File: config.mk
export PLATFORM = sky130hd
export DESIGN_NAME = fesp_ctrl
export DESIGN_NICKNAME = d
export VERILOG_FILES = /design/src/fesp_pkg.sv /design/src/fesp_timer.sv /design/src/fesp_sel_prio.sv /design/src/fesp_ctrl.sv
export VERILOG_INCLUDE_DIRS = /design/src
export SDC_FILE = /design/constraint.sdc
export NUM_CORES = 1
export LEC_CHECK = 0
export ABC_CLOCK_PERIOD_IN_PS = 6250
export BUFFER_PORTS_ARGS = -buffer_cell sky130_fd_sc_hd__buf_4
export CORE_MARGIN = 2
export CORE_UTILIZATION = 52
export CTS_CLUSTER_SIZE = 12
export DETAILED_ROUTE_END_ITERATION = 10
export GPL_TIMING_DRIVEN = 0
export PLACE_DENSITY = 0.9
export SLEW_MARGIN = 5
export SYNTH_ARGS = -nofsm -noshare
export SYNTH_HDL_FRONTEND = slang
export SYNTH_SLANG_ARGS = --single-unit
File: constraint.sdc
create_clock -name core_clk -period 6.25 [get_ports core_clk]
set_input_delay 0.9375 -clock core_clk [delete_from_list [all_inputs] [get_ports core_clk]]
set_output_delay 0.9375 -clock core_clk [all_outputs]
set_load 0.005 [all_outputs]
File: src/fesp_consts.svh
/*
 fesp_consts.svh: command codes, register offsets, status bit positions and
 timing counts of the flash erase suspend / protect controller.
 Assumes a single 10 MHz core clock; included by bare name where needed.
*/
`ifndef FESP_CONSTS_SVH
`define FESP_CONSTS_SVH

// command bytes seen on a flash write
`define FESP_CMD_SUSPEND 8'hB0
`define FESP_CMD_RESUME 8'h30
`define FESP_CMD_RESET 8'hF0
// optional unlock prefix cycles
`define FESP_UNLK1_ADDR 16'h0555
`define FESP_UNLK1_DATA 8'hAA
`define FESP_UNLK2_ADDR 16'h0AAA
`define FESP_UNLK2_DATA 8'h55
// offsets of the lock status registers in the control register space
`define FESP_MAIN_LOCK_OFS 8'hC0
`define FESP_SEC_LOCK_OFS 8'hC2
// byte returned for the sector whose erase is suspended
`define FESP_INVALID_DATA 8'hFF
// status byte fields
`define FESP_ST_POLL 7
`define FESP_ST_TOGGLE 6
`define FESP_ST_ERR 5
`define FESP_ST_WIN 3
`define FESP_SEC_LOCK_BIT 7
// times in ns and their cycle counts
`define FESP_CLK_NS 100
`define FESP_SUSP_MIN_NS 100
`define FESP_SUSP_MAX_NS 15000
`define FESP_RST_MAX_NS 25000
`define FESP_WIN_NS 100000
`define FESP_SUSP_CYC ((`FESP_SUSP_MIN_NS + `FESP_CLK_NS - 1) / `FESP_CLK_NS)
`define FESP_RST_CYC (`FESP_RST_MAX_NS / `FESP_CLK_NS)
`define FESP_WIN_CYC (`FESP_WIN_NS / `FESP_CLK_NS)

`endif

File: src/fesp_pkg.sv
/*
 fesp_pkg.sv: types shared by the controller files.
 Assumes nothing beyond a SystemVerilog compiler.
*/
`default_nettype none
package fesp_pkg;
	// erase controller states
	typedef enum logic [2:0] {
		ST_READ, ST_WINDOW, ST_ERASE, ST_SUSPENDING, ST_SUSPENDED, ST_RECOVER
	} fesp_state_t;
	// timer tick count
	typedef logic [9:0] fesp_tick_t;
	// one bit per sector: boot sectors in [11:8], main sectors in [7:0]
	typedef logic [11:0] fesp_sect_t;
endpackage : fesp_pkg
`default_nettype wire

File: src/fesp_timer.sv
/*
 fesp_timer.sv: loadable down counter giving a one-cycle done pulse.
 Assumes load and count come from the core clock domain.
*/
`default_nettype none
module fesp_timer (
	input wire logic core_clk,
	input wire logic sys_rst,
	input wire logic load,
	input wire fesp_pkg::fesp_tick_t count,
	output logic done
);
	import fesp_pkg::*;

	fesp_tick_t cnt_reg; // remaining cycles
	fesp_tick_t cnt_next;

	// a load restarts the count; zero means idle
	assign cnt_next = load ? count : (cnt_reg != '0) ? cnt_reg - fesp_tick_t'(1) : cnt_reg;
	// done fires N cycles after a load of N
	assign done = (cnt_reg == fesp_tick_t'(1)) && !load;

	// counter register
	always_ff @(posedge core_clk) begin
		if (sys_rst) begin
			cnt_reg <= '0;
		end else begin
			cnt_reg <= cnt_next;
		end
	end
endmodule : fesp_timer
`default_nettype wire

File: src/fesp_sel_prio.sv
/*
 fesp_sel_prio.sv: priority between decoded selects.
 Assumes the selects arrive from the address decode array, all level signals.
*/
`default_nettype none
module fesp_sel_prio (
	input wire logic core_clk,
	input wire logic sys_rst,
	input wire logic [7:0] main_sector_selects,
	input wire logic [3:0] boot_sector_selects,
	input wire logic sram_select,
	input wire logic control_register_space,
	input wire logic pio_select,
	output logic [7:0] main_sector_enable,
	output logic [3:0] boot_sector_enable,
	output logic sram_enable,
	output logic creg_enable,
	output logic pio_enable
);
	import fesp_pkg::*;

	logic io_hit; // any of the three top-level regions
	logic boot_hit; // any secondary sector

	assign io_hit = sram_select | control_register_space | pio_select;
	assign boot_hit = |boot_sector_selects;
	// io regions win over flash sectors
	assign sram_enable = sram_select;
	// fixed order keeps the enables exclusive even if software overlaps them
	assign creg_enable = control_register_space & ~sram_select;
	assign pio_enable = pio_select & ~sram_select & ~control_register_space;
	assign boot_sector_enable = io_hit ? 4'h0 : boot_sector_selects;
	// secondary sector wins an overlap with a primary sector
	assign main_sector_enable = (io_hit | boot_hit) ? 8'h00 : main_sector_selects;
endmodule : fesp_sel_prio
`default_nettype wire

File: src/fesp_ctrl.sv
/*
 fesp_ctrl.sv: flash erase suspend / resume, sector protection, flash reset
 and select priority for the MCU-facing flash port.
 Assumes bus_wr and bus_rd are one-cycle strobes synchronous to core_clk, the
 sector selects come from the address decode array, and the program and erase
 algorithms sit outside and follow erase_run and erase_abort.
*/
`default_nettype none
`include "fesp_consts.svh"

module fesp_ctrl (
	input wire logic core_clk,
	input wire logic sys_rst,
	input wire logic flash_rst_n,
	input wire logic [15:0] bus_addr,
	input wire logic bus_wr,
	input wire logic bus_rd,
	input wire logic [7:0] bus_wdata,
	output logic [7:0] bus_rdata,
	input wire logic [7:0] main_sector_selects,
	input wire logic [3:0] boot_sector_selects,
	input wire logic sram_select,
	input wire logic control_register_space,
	input wire logic pio_select,
	input wire logic [7:0] main_sector_lock,
	input wire logic [3:0] boot_sector_lock,
	input wire logic security_lock,
	input wire logic [7:0] array_rdata,
	input wire logic sector_erase_cmd,
	input wire logic prog_req,
	input wire logic prog_active,
	input wire logic bulk_active,
	input wire logic erase_done,
	input wire logic erase_fail,
	output fesp_pkg::fesp_sect_t erase_target,
	output logic erase_run,
	output logic erase_abort,
	output logic prog_grant,
	output fesp_pkg::fesp_sect_t sector_invalid,
	output logic [7:0] main_sector_enable,
	output logic [3:0] boot_sector_enable,
	output logic sram_enable,
	output logic creg_enable,
	output logic pio_enable
);
	import fesp_pkg::*;

	fesp_state_t state_reg; // erase controller state
	fesp_state_t state_next;
	fesp_sect_t target_reg; // sectors being erased
	fesp_sect_t target_next;
	fesp_sect_t invalid_reg; // sectors left corrupt by a reset
	fesp_sect_t invalid_next;
	logic toggle_reg; // toggle status bit
	logic err_reg; // error status bit
	logic abort_reg; // abort pulse to the algorithms
	logic [7:0] rdata_reg; // read data register
	logic [7:0] rdata_next;

	fesp_sect_t sel_vec; // resolved sector selects
	fesp_sect_t lock_vec; // protection bits per sector
	fesp_sect_t erase_mask; // unlocked sectors of a new erase request
	logic flash_hit; // a flash sector is addressed
	logic in_target; // the addressed sector is under erase
	logic wr_flash; // write strobe to flash space
	logic cmd_suspend, cmd_resume, cmd_reset;
	logic reset_ok; // reset command that is not ignored
	logic is_unlock; // unlock prefix cycle
	logic erase_ok; // new erase request accepted
	logic busy_view; // reads return status rather than data
	logic pin_abort; // reset pin forces recovery
	logic tmr_load; // restart the shared timer
	fesp_tick_t tmr_count;
	logic tmr_done;
	logic [7:0] status_byte;
	logic [7:0] sec_lock_byte;
	logic [7:0] creg_byte;
	logic susp_state; // suspend latency or suspended

	// priority among the decoded selects
	fesp_sel_prio u_prio (
		.core_clk(core_clk), .sys_rst(sys_rst), .sram_select(sram_select),
		.main_sector_selects(main_sector_selects), .pio_select(pio_select),
		.boot_sector_selects(boot_sector_selects), .sram_enable(sram_enable),
		.control_register_space(control_register_space), .creg_enable(creg_enable),
		.main_sector_enable(main_sector_enable), .pio_enable(pio_enable),
		.boot_sector_enable(boot_sector_enable)
	);

	// one timer serves window, suspend latency and recovery; they never overlap
	fesp_timer u_timer (
		.core_clk(core_clk), .sys_rst(sys_rst), .load(tmr_load),
		.count(tmr_count), .done(tmr_done)
	);

	// address and command decode
	assign sel_vec = {boot_sector_enable, main_sector_enable};
	assign lock_vec = {boot_sector_lock, main_sector_lock};
	assign flash_hit = |sel_vec;
	assign in_target = |(sel_vec & target_reg);
	assign wr_flash = bus_wr & flash_hit;
	assign cmd_suspend = wr_flash && (bus_wdata == `FESP_CMD_SUSPEND);
	assign cmd_resume = wr_flash && (bus_wdata == `FESP_CMD_RESUME);
	// one write is enough; unlock cycles before it are simply absorbed
	assign cmd_reset = bus_wr && (bus_wdata == `FESP_CMD_RESET);
	assign is_unlock = bus_wr && (((bus_addr == `FESP_UNLK1_ADDR) &&
		(bus_wdata == `FESP_UNLK1_DATA)) || ((bus_addr == `FESP_UNLK2_ADDR) &&
		(bus_wdata == `FESP_UNLK2_DATA)));
	assign reset_ok = cmd_reset & ~is_unlock & ~prog_active & ~bulk_active;
	assign pin_abort = !flash_rst_n;
	// locked sectors drop out of an erase request silently
	assign erase_mask = sel_vec & ~lock_vec;
	assign erase_ok = sector_erase_cmd && (erase_mask != '0) && !prog_active &&
		!bulk_active && ((state_reg == ST_READ) || (state_reg == ST_WINDOW));
	// programming only from plain read mode into an unlocked sector
	assign prog_grant = prog_req && (state_reg == ST_READ) && !pin_abort &&
		((sel_vec & lock_vec) == '0);
	assign susp_state = (state_reg == ST_SUSPENDING) || (state_reg == ST_SUSPENDED);
	assign busy_view = in_target && ((state_reg == ST_WINDOW) ||
		(state_reg == ST_ERASE) || (state_reg == ST_SUSPENDING) || err_reg);

	// next state and timer control
	always_comb begin
		state_next = state_reg;
		target_next = target_reg;
		invalid_next = invalid_reg;
		tmr_load = 1'b0;
		tmr_count = fesp_tick_t'(`FESP_WIN_CYC);
		case (state_reg)
			ST_READ: begin
				if (erase_ok) begin
					state_next = ST_WINDOW;
					target_next = erase_mask;
					tmr_load = 1'b1;
				end else if (reset_ok && err_reg) begin
					// error cleanup goes through the bounded recovery
					state_next = ST_RECOVER;
					tmr_load = 1'b1;
					tmr_count = fesp_tick_t'(`FESP_RST_CYC);
				end
			end
			ST_WINDOW: begin
				if (cmd_suspend) begin
					// suspend also kills the accumulation window
					state_next = ST_SUSPENDING;
					tmr_load = 1'b1;
					tmr_count = fesp_tick_t'(`FESP_SUSP_CYC);
				end else if (reset_ok) begin
					state_next = ST_RECOVER;
					tmr_load = 1'b1;
					tmr_count = fesp_tick_t'(`FESP_RST_CYC);
				end else if (erase_ok) begin
					// another sector restarts the window
					target_next = target_reg | erase_mask;
					tmr_load = 1'b1;
				end else if (tmr_done) begin
					state_next = ST_ERASE;
				end
			end
			ST_ERASE: begin
				if (cmd_suspend) begin
					state_next = ST_SUSPENDING;
					tmr_load = 1'b1;
					tmr_count = fesp_tick_t'(`FESP_SUSP_CYC);
				end else if (reset_ok) begin
					state_next = ST_RECOVER;
					tmr_load = 1'b1;
					tmr_count = fesp_tick_t'(`FESP_RST_CYC);
				end else if (erase_done || erase_fail) begin
					state_next = ST_READ;
					target_next = erase_fail ? target_reg : '0;
				end
			end
			ST_SUSPENDING: begin
				// toggling stops and read mode follows after the latency
				if (tmr_done) begin
					state_next = ST_SUSPENDED;
				end
			end
			ST_SUSPENDED: begin
				if (reset_ok) begin
					// the half-erased sectors are now garbage
					invalid_next = invalid_reg | target_reg;
					state_next = ST_RECOVER;
					tmr_load = 1'b1;
					tmr_count = fesp_tick_t'(`FESP_RST_CYC);
				end else if (cmd_resume) begin
					state_next = ST_ERASE;
				end
			end
			ST_RECOVER: begin
				if (tmr_done) begin
					state_next = ST_READ;
					target_next = '0;
				end
			end
			default: begin
				state_next = ST_READ;
			end
		endcase
		// reset pin overrides everything except idle read mode with no program or bulk active, and holds recovery while low
		if (pin_abort && ((state_reg != ST_READ) || prog_active || bulk_active)) begin
			state_next = ST_RECOVER;
			tmr_load = 1'b1;
			tmr_count = fesp_tick_t'(`FESP_RST_CYC);
			if (susp_state) begin
				invalid_next = invalid_reg | target_reg;
			end
		end
		// a completed erase clears the corrupt mark of its sectors
		if ((state_reg == ST_ERASE) && erase_done) begin
			invalid_next = invalid_next & ~target_reg;
		end
	end

	// status byte seen when polling a sector under erase
	assign status_byte = {1'b0, toggle_reg, err_reg, 1'b0,
		state_reg != ST_WINDOW, 3'b000};
	// secondary lock register layout, unused bits read zero
	assign sec_lock_byte = {security_lock, 3'b000, boot_sector_lock};
	// lock registers are read-only; writes to them are dropped
	assign creg_byte = (bus_addr[7:0] == `FESP_MAIN_LOCK_OFS) ? main_sector_lock :
		(bus_addr[7:0] == `FESP_SEC_LOCK_OFS) ? sec_lock_byte : 8'h00;
	// read data selection
	assign rdata_next = creg_enable ? creg_byte :
		busy_view ? status_byte :
		(state_reg == ST_SUSPENDED && in_target) ? `FESP_INVALID_DATA :
		array_rdata; // locked sectors verify as plain reads

	// state and sector masks
	always_ff @(posedge core_clk) begin
		if (sys_rst) begin
			state_reg <= ST_READ;
			target_reg <= '0;
			invalid_reg <= '0;
		end else begin
			state_reg <= state_next;
			target_reg <= target_next;
			invalid_reg <= invalid_next;
		end
	end

	// toggle bit flips on each read of the erasing sector, also after resume
	always_ff @(posedge core_clk) begin
		if (sys_rst) begin
			toggle_reg <= 1'b0;
		end else if (bus_rd && in_target &&
			((state_reg == ST_WINDOW) || (state_reg == ST_ERASE))) begin
			toggle_reg <= ~toggle_reg;
		end
	end

	// error bit: a timeout sets it and a reset clears it; the set wins
	always_ff @(posedge core_clk) begin
		if (sys_rst) begin
			err_reg <= 1'b0;
		end else if ((state_reg == ST_ERASE) && erase_fail) begin
			err_reg <= 1'b1;
		end else if (reset_ok || (state_reg == ST_RECOVER)) begin
			err_reg <= 1'b0;
		end
	end
	// abort pulse on entry to recovery and read data register
	always_ff @(posedge core_clk) begin
		if (sys_rst) begin
			abort_reg <= 1'b0;
			rdata_reg <= 8'h00;
		end else begin
			abort_reg <= (state_next == ST_RECOVER) && (state_reg != ST_RECOVER);
			if (bus_rd) begin
				rdata_reg <= rdata_next;
			end
		end
	end
	assign bus_rdata = rdata_reg;
	assign erase_target = target_reg;
	assign sector_invalid = invalid_reg;
	// the algorithm pauses whenever this drops
	assign erase_run = (state_reg == ST_ERASE);
	assign erase_abort = abort_reg;
endmodule : fesp_ctrl
`default_nettype wire

==> results.json <==
{
  "ios": 121,
  "use_met1_pct": 41.15,
  "hold_ws_ns": 0.4921,
  "cts_buffer_depth": 2,
  "yosysSeqAreaShare_pct": 32.79,
  "rsz0062_at_grt": "no",
  "maxCapViolations": 0,
  "crit_buf_inv": 3,
  "nFillCells": 430,
  "period_minus_slack_ns": 3.171,
  "ys_ff_latch": 48,
  "hold_viol": 0,
  "ys.flop_type": "dfxtp_1",
  "crit_family": "simple AND/OR/NAND/NOR gates",
  "die-area_um2": 6252,
  "grt_max_degree": 15,
  "place_area_um2": 3846,
  "critPathCaptureType": "output port",
  "seq_power_share_pct": 43.2,
  "portBuffers": 110,
  "ys_async_sr_fraction_pct": 0,
  "gp_congestion": 0.9435,
  "crit_path_max_fanout": 10,
  "grt_pass1_wl_mm": 15.66,
  "nets": 544,
  "syn-instance-count": 354,
  "route.vias.total": 3461,
  "swShare_pct": 27.16,
  "fp-row-count": 27,
  "synth_nets": 427,
  "grt_antenna_before_repair": 0,
  "coreArea_um2": 5473,
  "seq_area_um2": 960.9,
  "grt_overflow": 0,
  "min_period_over_period_pct": 50.74,
  "routed_wl_mm": 9.937,
  "critical_path_required_ns": 5.31,
  "drt-initial-drc-count": 317,
  "dr.pass1.iters": 5,
  "switchingPower_mw": 0.2092,
  "outcome": "complete, no violations",
  "start_util_pct": 53.54,
  "synth-edff-count": 0,
  "grt.busiest_layer": "met2",
  "clock_sinks": 48,
  "final_area_um2": 3975,
  "grt_util_met2_pct": 53.64,
  "die_y_um": 79.07,
  "avgSynthCellArea_um2": 8.278,
  "clock_skew_ns": 0.005585,
  "setup-violations-final": 0,
  "post-dp-hpwl_mm": 7.690,
  "clock.fmax_mhz": 315.3,
  "cts_resized": 0,
  "hp-class": "reg -> reg",
  "cts_inserted_buffers": 5,
  "cp_common_cell": "buf_4",
  "synth.yosys.warnings": 0,
  "chipWidth_um": 79.07,
  "tightest_slew_ns": 0.9155,
  "report.power.total_mw": 0.7702,
  "slowest_delay_ns": 0.47,
  "synth_area_um2": 2930,
  "relSlewSlack_pct": 38.97,
  "critPathKind": "in -> out",
  "peakVddDrop_v": 0.0002109,
  "cts_setup_buffers": 0,
  "grt_usage_pct": 31.67,
  "clock_latency_ns": 0.30,
  "cts_root_buffer": "clkbuf_8",
  "slew_violations": 0,
  "synth.distinct_cells": 59,
  "crit_slowest_cell": "nor3_2",
  "cts_hold_buf": 0,
  "tritoncts": "yes",
  "p_per_area_nw_per_um2": 193.8,
  "cts.reportedPaths.clkPinSlew_ns": 0.09,
  "fin_tns_setup_ns": 0,
  "cp-start-kind": "primary input",
  "viasPerCell": 6.374,
  "n_antenna_cell": 0,
  "syn_to_final_growth_pct": 35.65,
  "wl_per_cell_um": 18.30,
  "path_cells": "buf_4, nor3_2, clkbuf_1, and3_1, buf_4",
  "first_global_vias": 3185,
  "cellLeakagePower_nw": 1.669,
  "ant_nets": 0,
  "drive_gt1_share_pct": 29.51,
  "use_met3_pct": 6.364,
  "combinationalPowerShare_pct": 23.0,
  "cts_max_level": 2,
  "drcViolationCount": 0,
  "cp.arrival_ns": 2.23,
  "clkPwrFrac_pct": 33.8,
  "multi_input_area_um2": 1854,
  "p_int_mw": 0.5610
}
power groups by stage:
stage	Clock (mW)	Sequential [mW]	Combinational (mW)
global route	0.273	0.334	0.192
global placement	0	0.339	0.169
CTS	0.261	0.332	0.174
detailed placement	0	0.339	0.173
finish	0.260	0.333	0.177
floorplan	0	0.337	0.0982
per-layer routing:
layer / vias to the layer above / share of wire [%]
met5: - / 0
met4: 0 / 1.5
met3: 30 / 8.8
met2: 220 / 48
met1: 1616 / 41
li1: 1595 / -
path summary, 6_finish.rpt:
check | from | endpoint | slack [ns] | cells past startpoint
worst max-delay path | control_register_space | main_sector_enable[4] | 3.08 | 5
worst min-delay path | bus_rdata[7] | bus_rdata[7] | 0.49 | 2
worst max register to register | state_reg[2] | erase_target[2] | 3.54 | 9
worst min register to register | bus_rdata[7] | bus_rdata[7] | 0.49 | 2
worst register-to-register path, delay by kind of cell (launching register included):
family | cells | cell delay (ns)
AO/OA/AOI/OAI | 4 | 0.85
buffers and inverters | 2 | 0.51
flip-flops | 1 | 0.36
AND/OR/NAND/NOR | 3 | 0.88
layout by cell type, fill, tap and decap left out, types with 11 or more instances in the layout:
cell type	count
nand2_1	20
a22o_1	14
a22oi_1	12
nor2b_1	16
a21oi_1	31
dfxtp_1	48
a211oi_1	17
clkbuf_1	13
buf_4	111
nor2_1	26
o21ai_0	11
synth_stat cells (all sizes together) (5+ instances only):
library cell / count / area, um2
dfxtp: 48 / 960.9
a21oi: 33 / 172.7
nor2: 26 / 97.59
nand2: 20 / 75.07
a211oi: 17 / 127.6
nor2b: 17 / 113.9
a22o: 14 / 122.6
clkbuf: 13 / 48.80
o21ai: 13 / 72.57
a22oi: 12 / 90.09
nor3: 10 / 60.06
and2: 9 / 56.30
and3: 9 / 56.30
inv: 8 / 30.03
nand3: 8 / 40.04
nor4: 8 / 56.30
a311oi: 7 / 61.31
buf: 6 / 36.29
mux2: 6 / 67.56
nand4: 6 / 37.54
or3: 6 / 37.54
and4: 5 / 43.79
nand2b: 5 / 31.28
layout make-up:
type / instances / share of cell area, %
Buffer: 19 / 2.140
Tap cell: 72 / 2.266
Timing Repair Buffer: 110 / 20.77
Clock buffer: 5 / 1.731
Inverter: 8 / 0.7554
Multi-Input combinational cell: 279 / 46.65
Clock inverter: 2 / 1.511
Sequential cell: 48 / 24.17
cell families after synthesis:
kind of cell    Yosys count  share of synthesized area, %
buf+inv                  27                         3.929
xor+xnor                  7                         2.092
compound gates          122                         30.02
flops                    48                         32.79
simple gates            142                         28.01
fa+ha+maj                 2                        0.8538
mux                       6                         2.306
metrics by stage:
| step | utilization (%) | std cells | setup slack (ns) |
|---|---|---|---|
| finish | 72.63 | 543 | 3.079 |
| global placement | 70.28 | 536 | 3.079 |
| CTS | 72.63 | 543 | 3.092 |
| floorplan | - | 354 | 3.451 |
| detailed placement | 70.28 | 536 | 3.011 |
| global route | 72.63 | 543 | 2.999 |
Power figures use the tool's default switching activity.
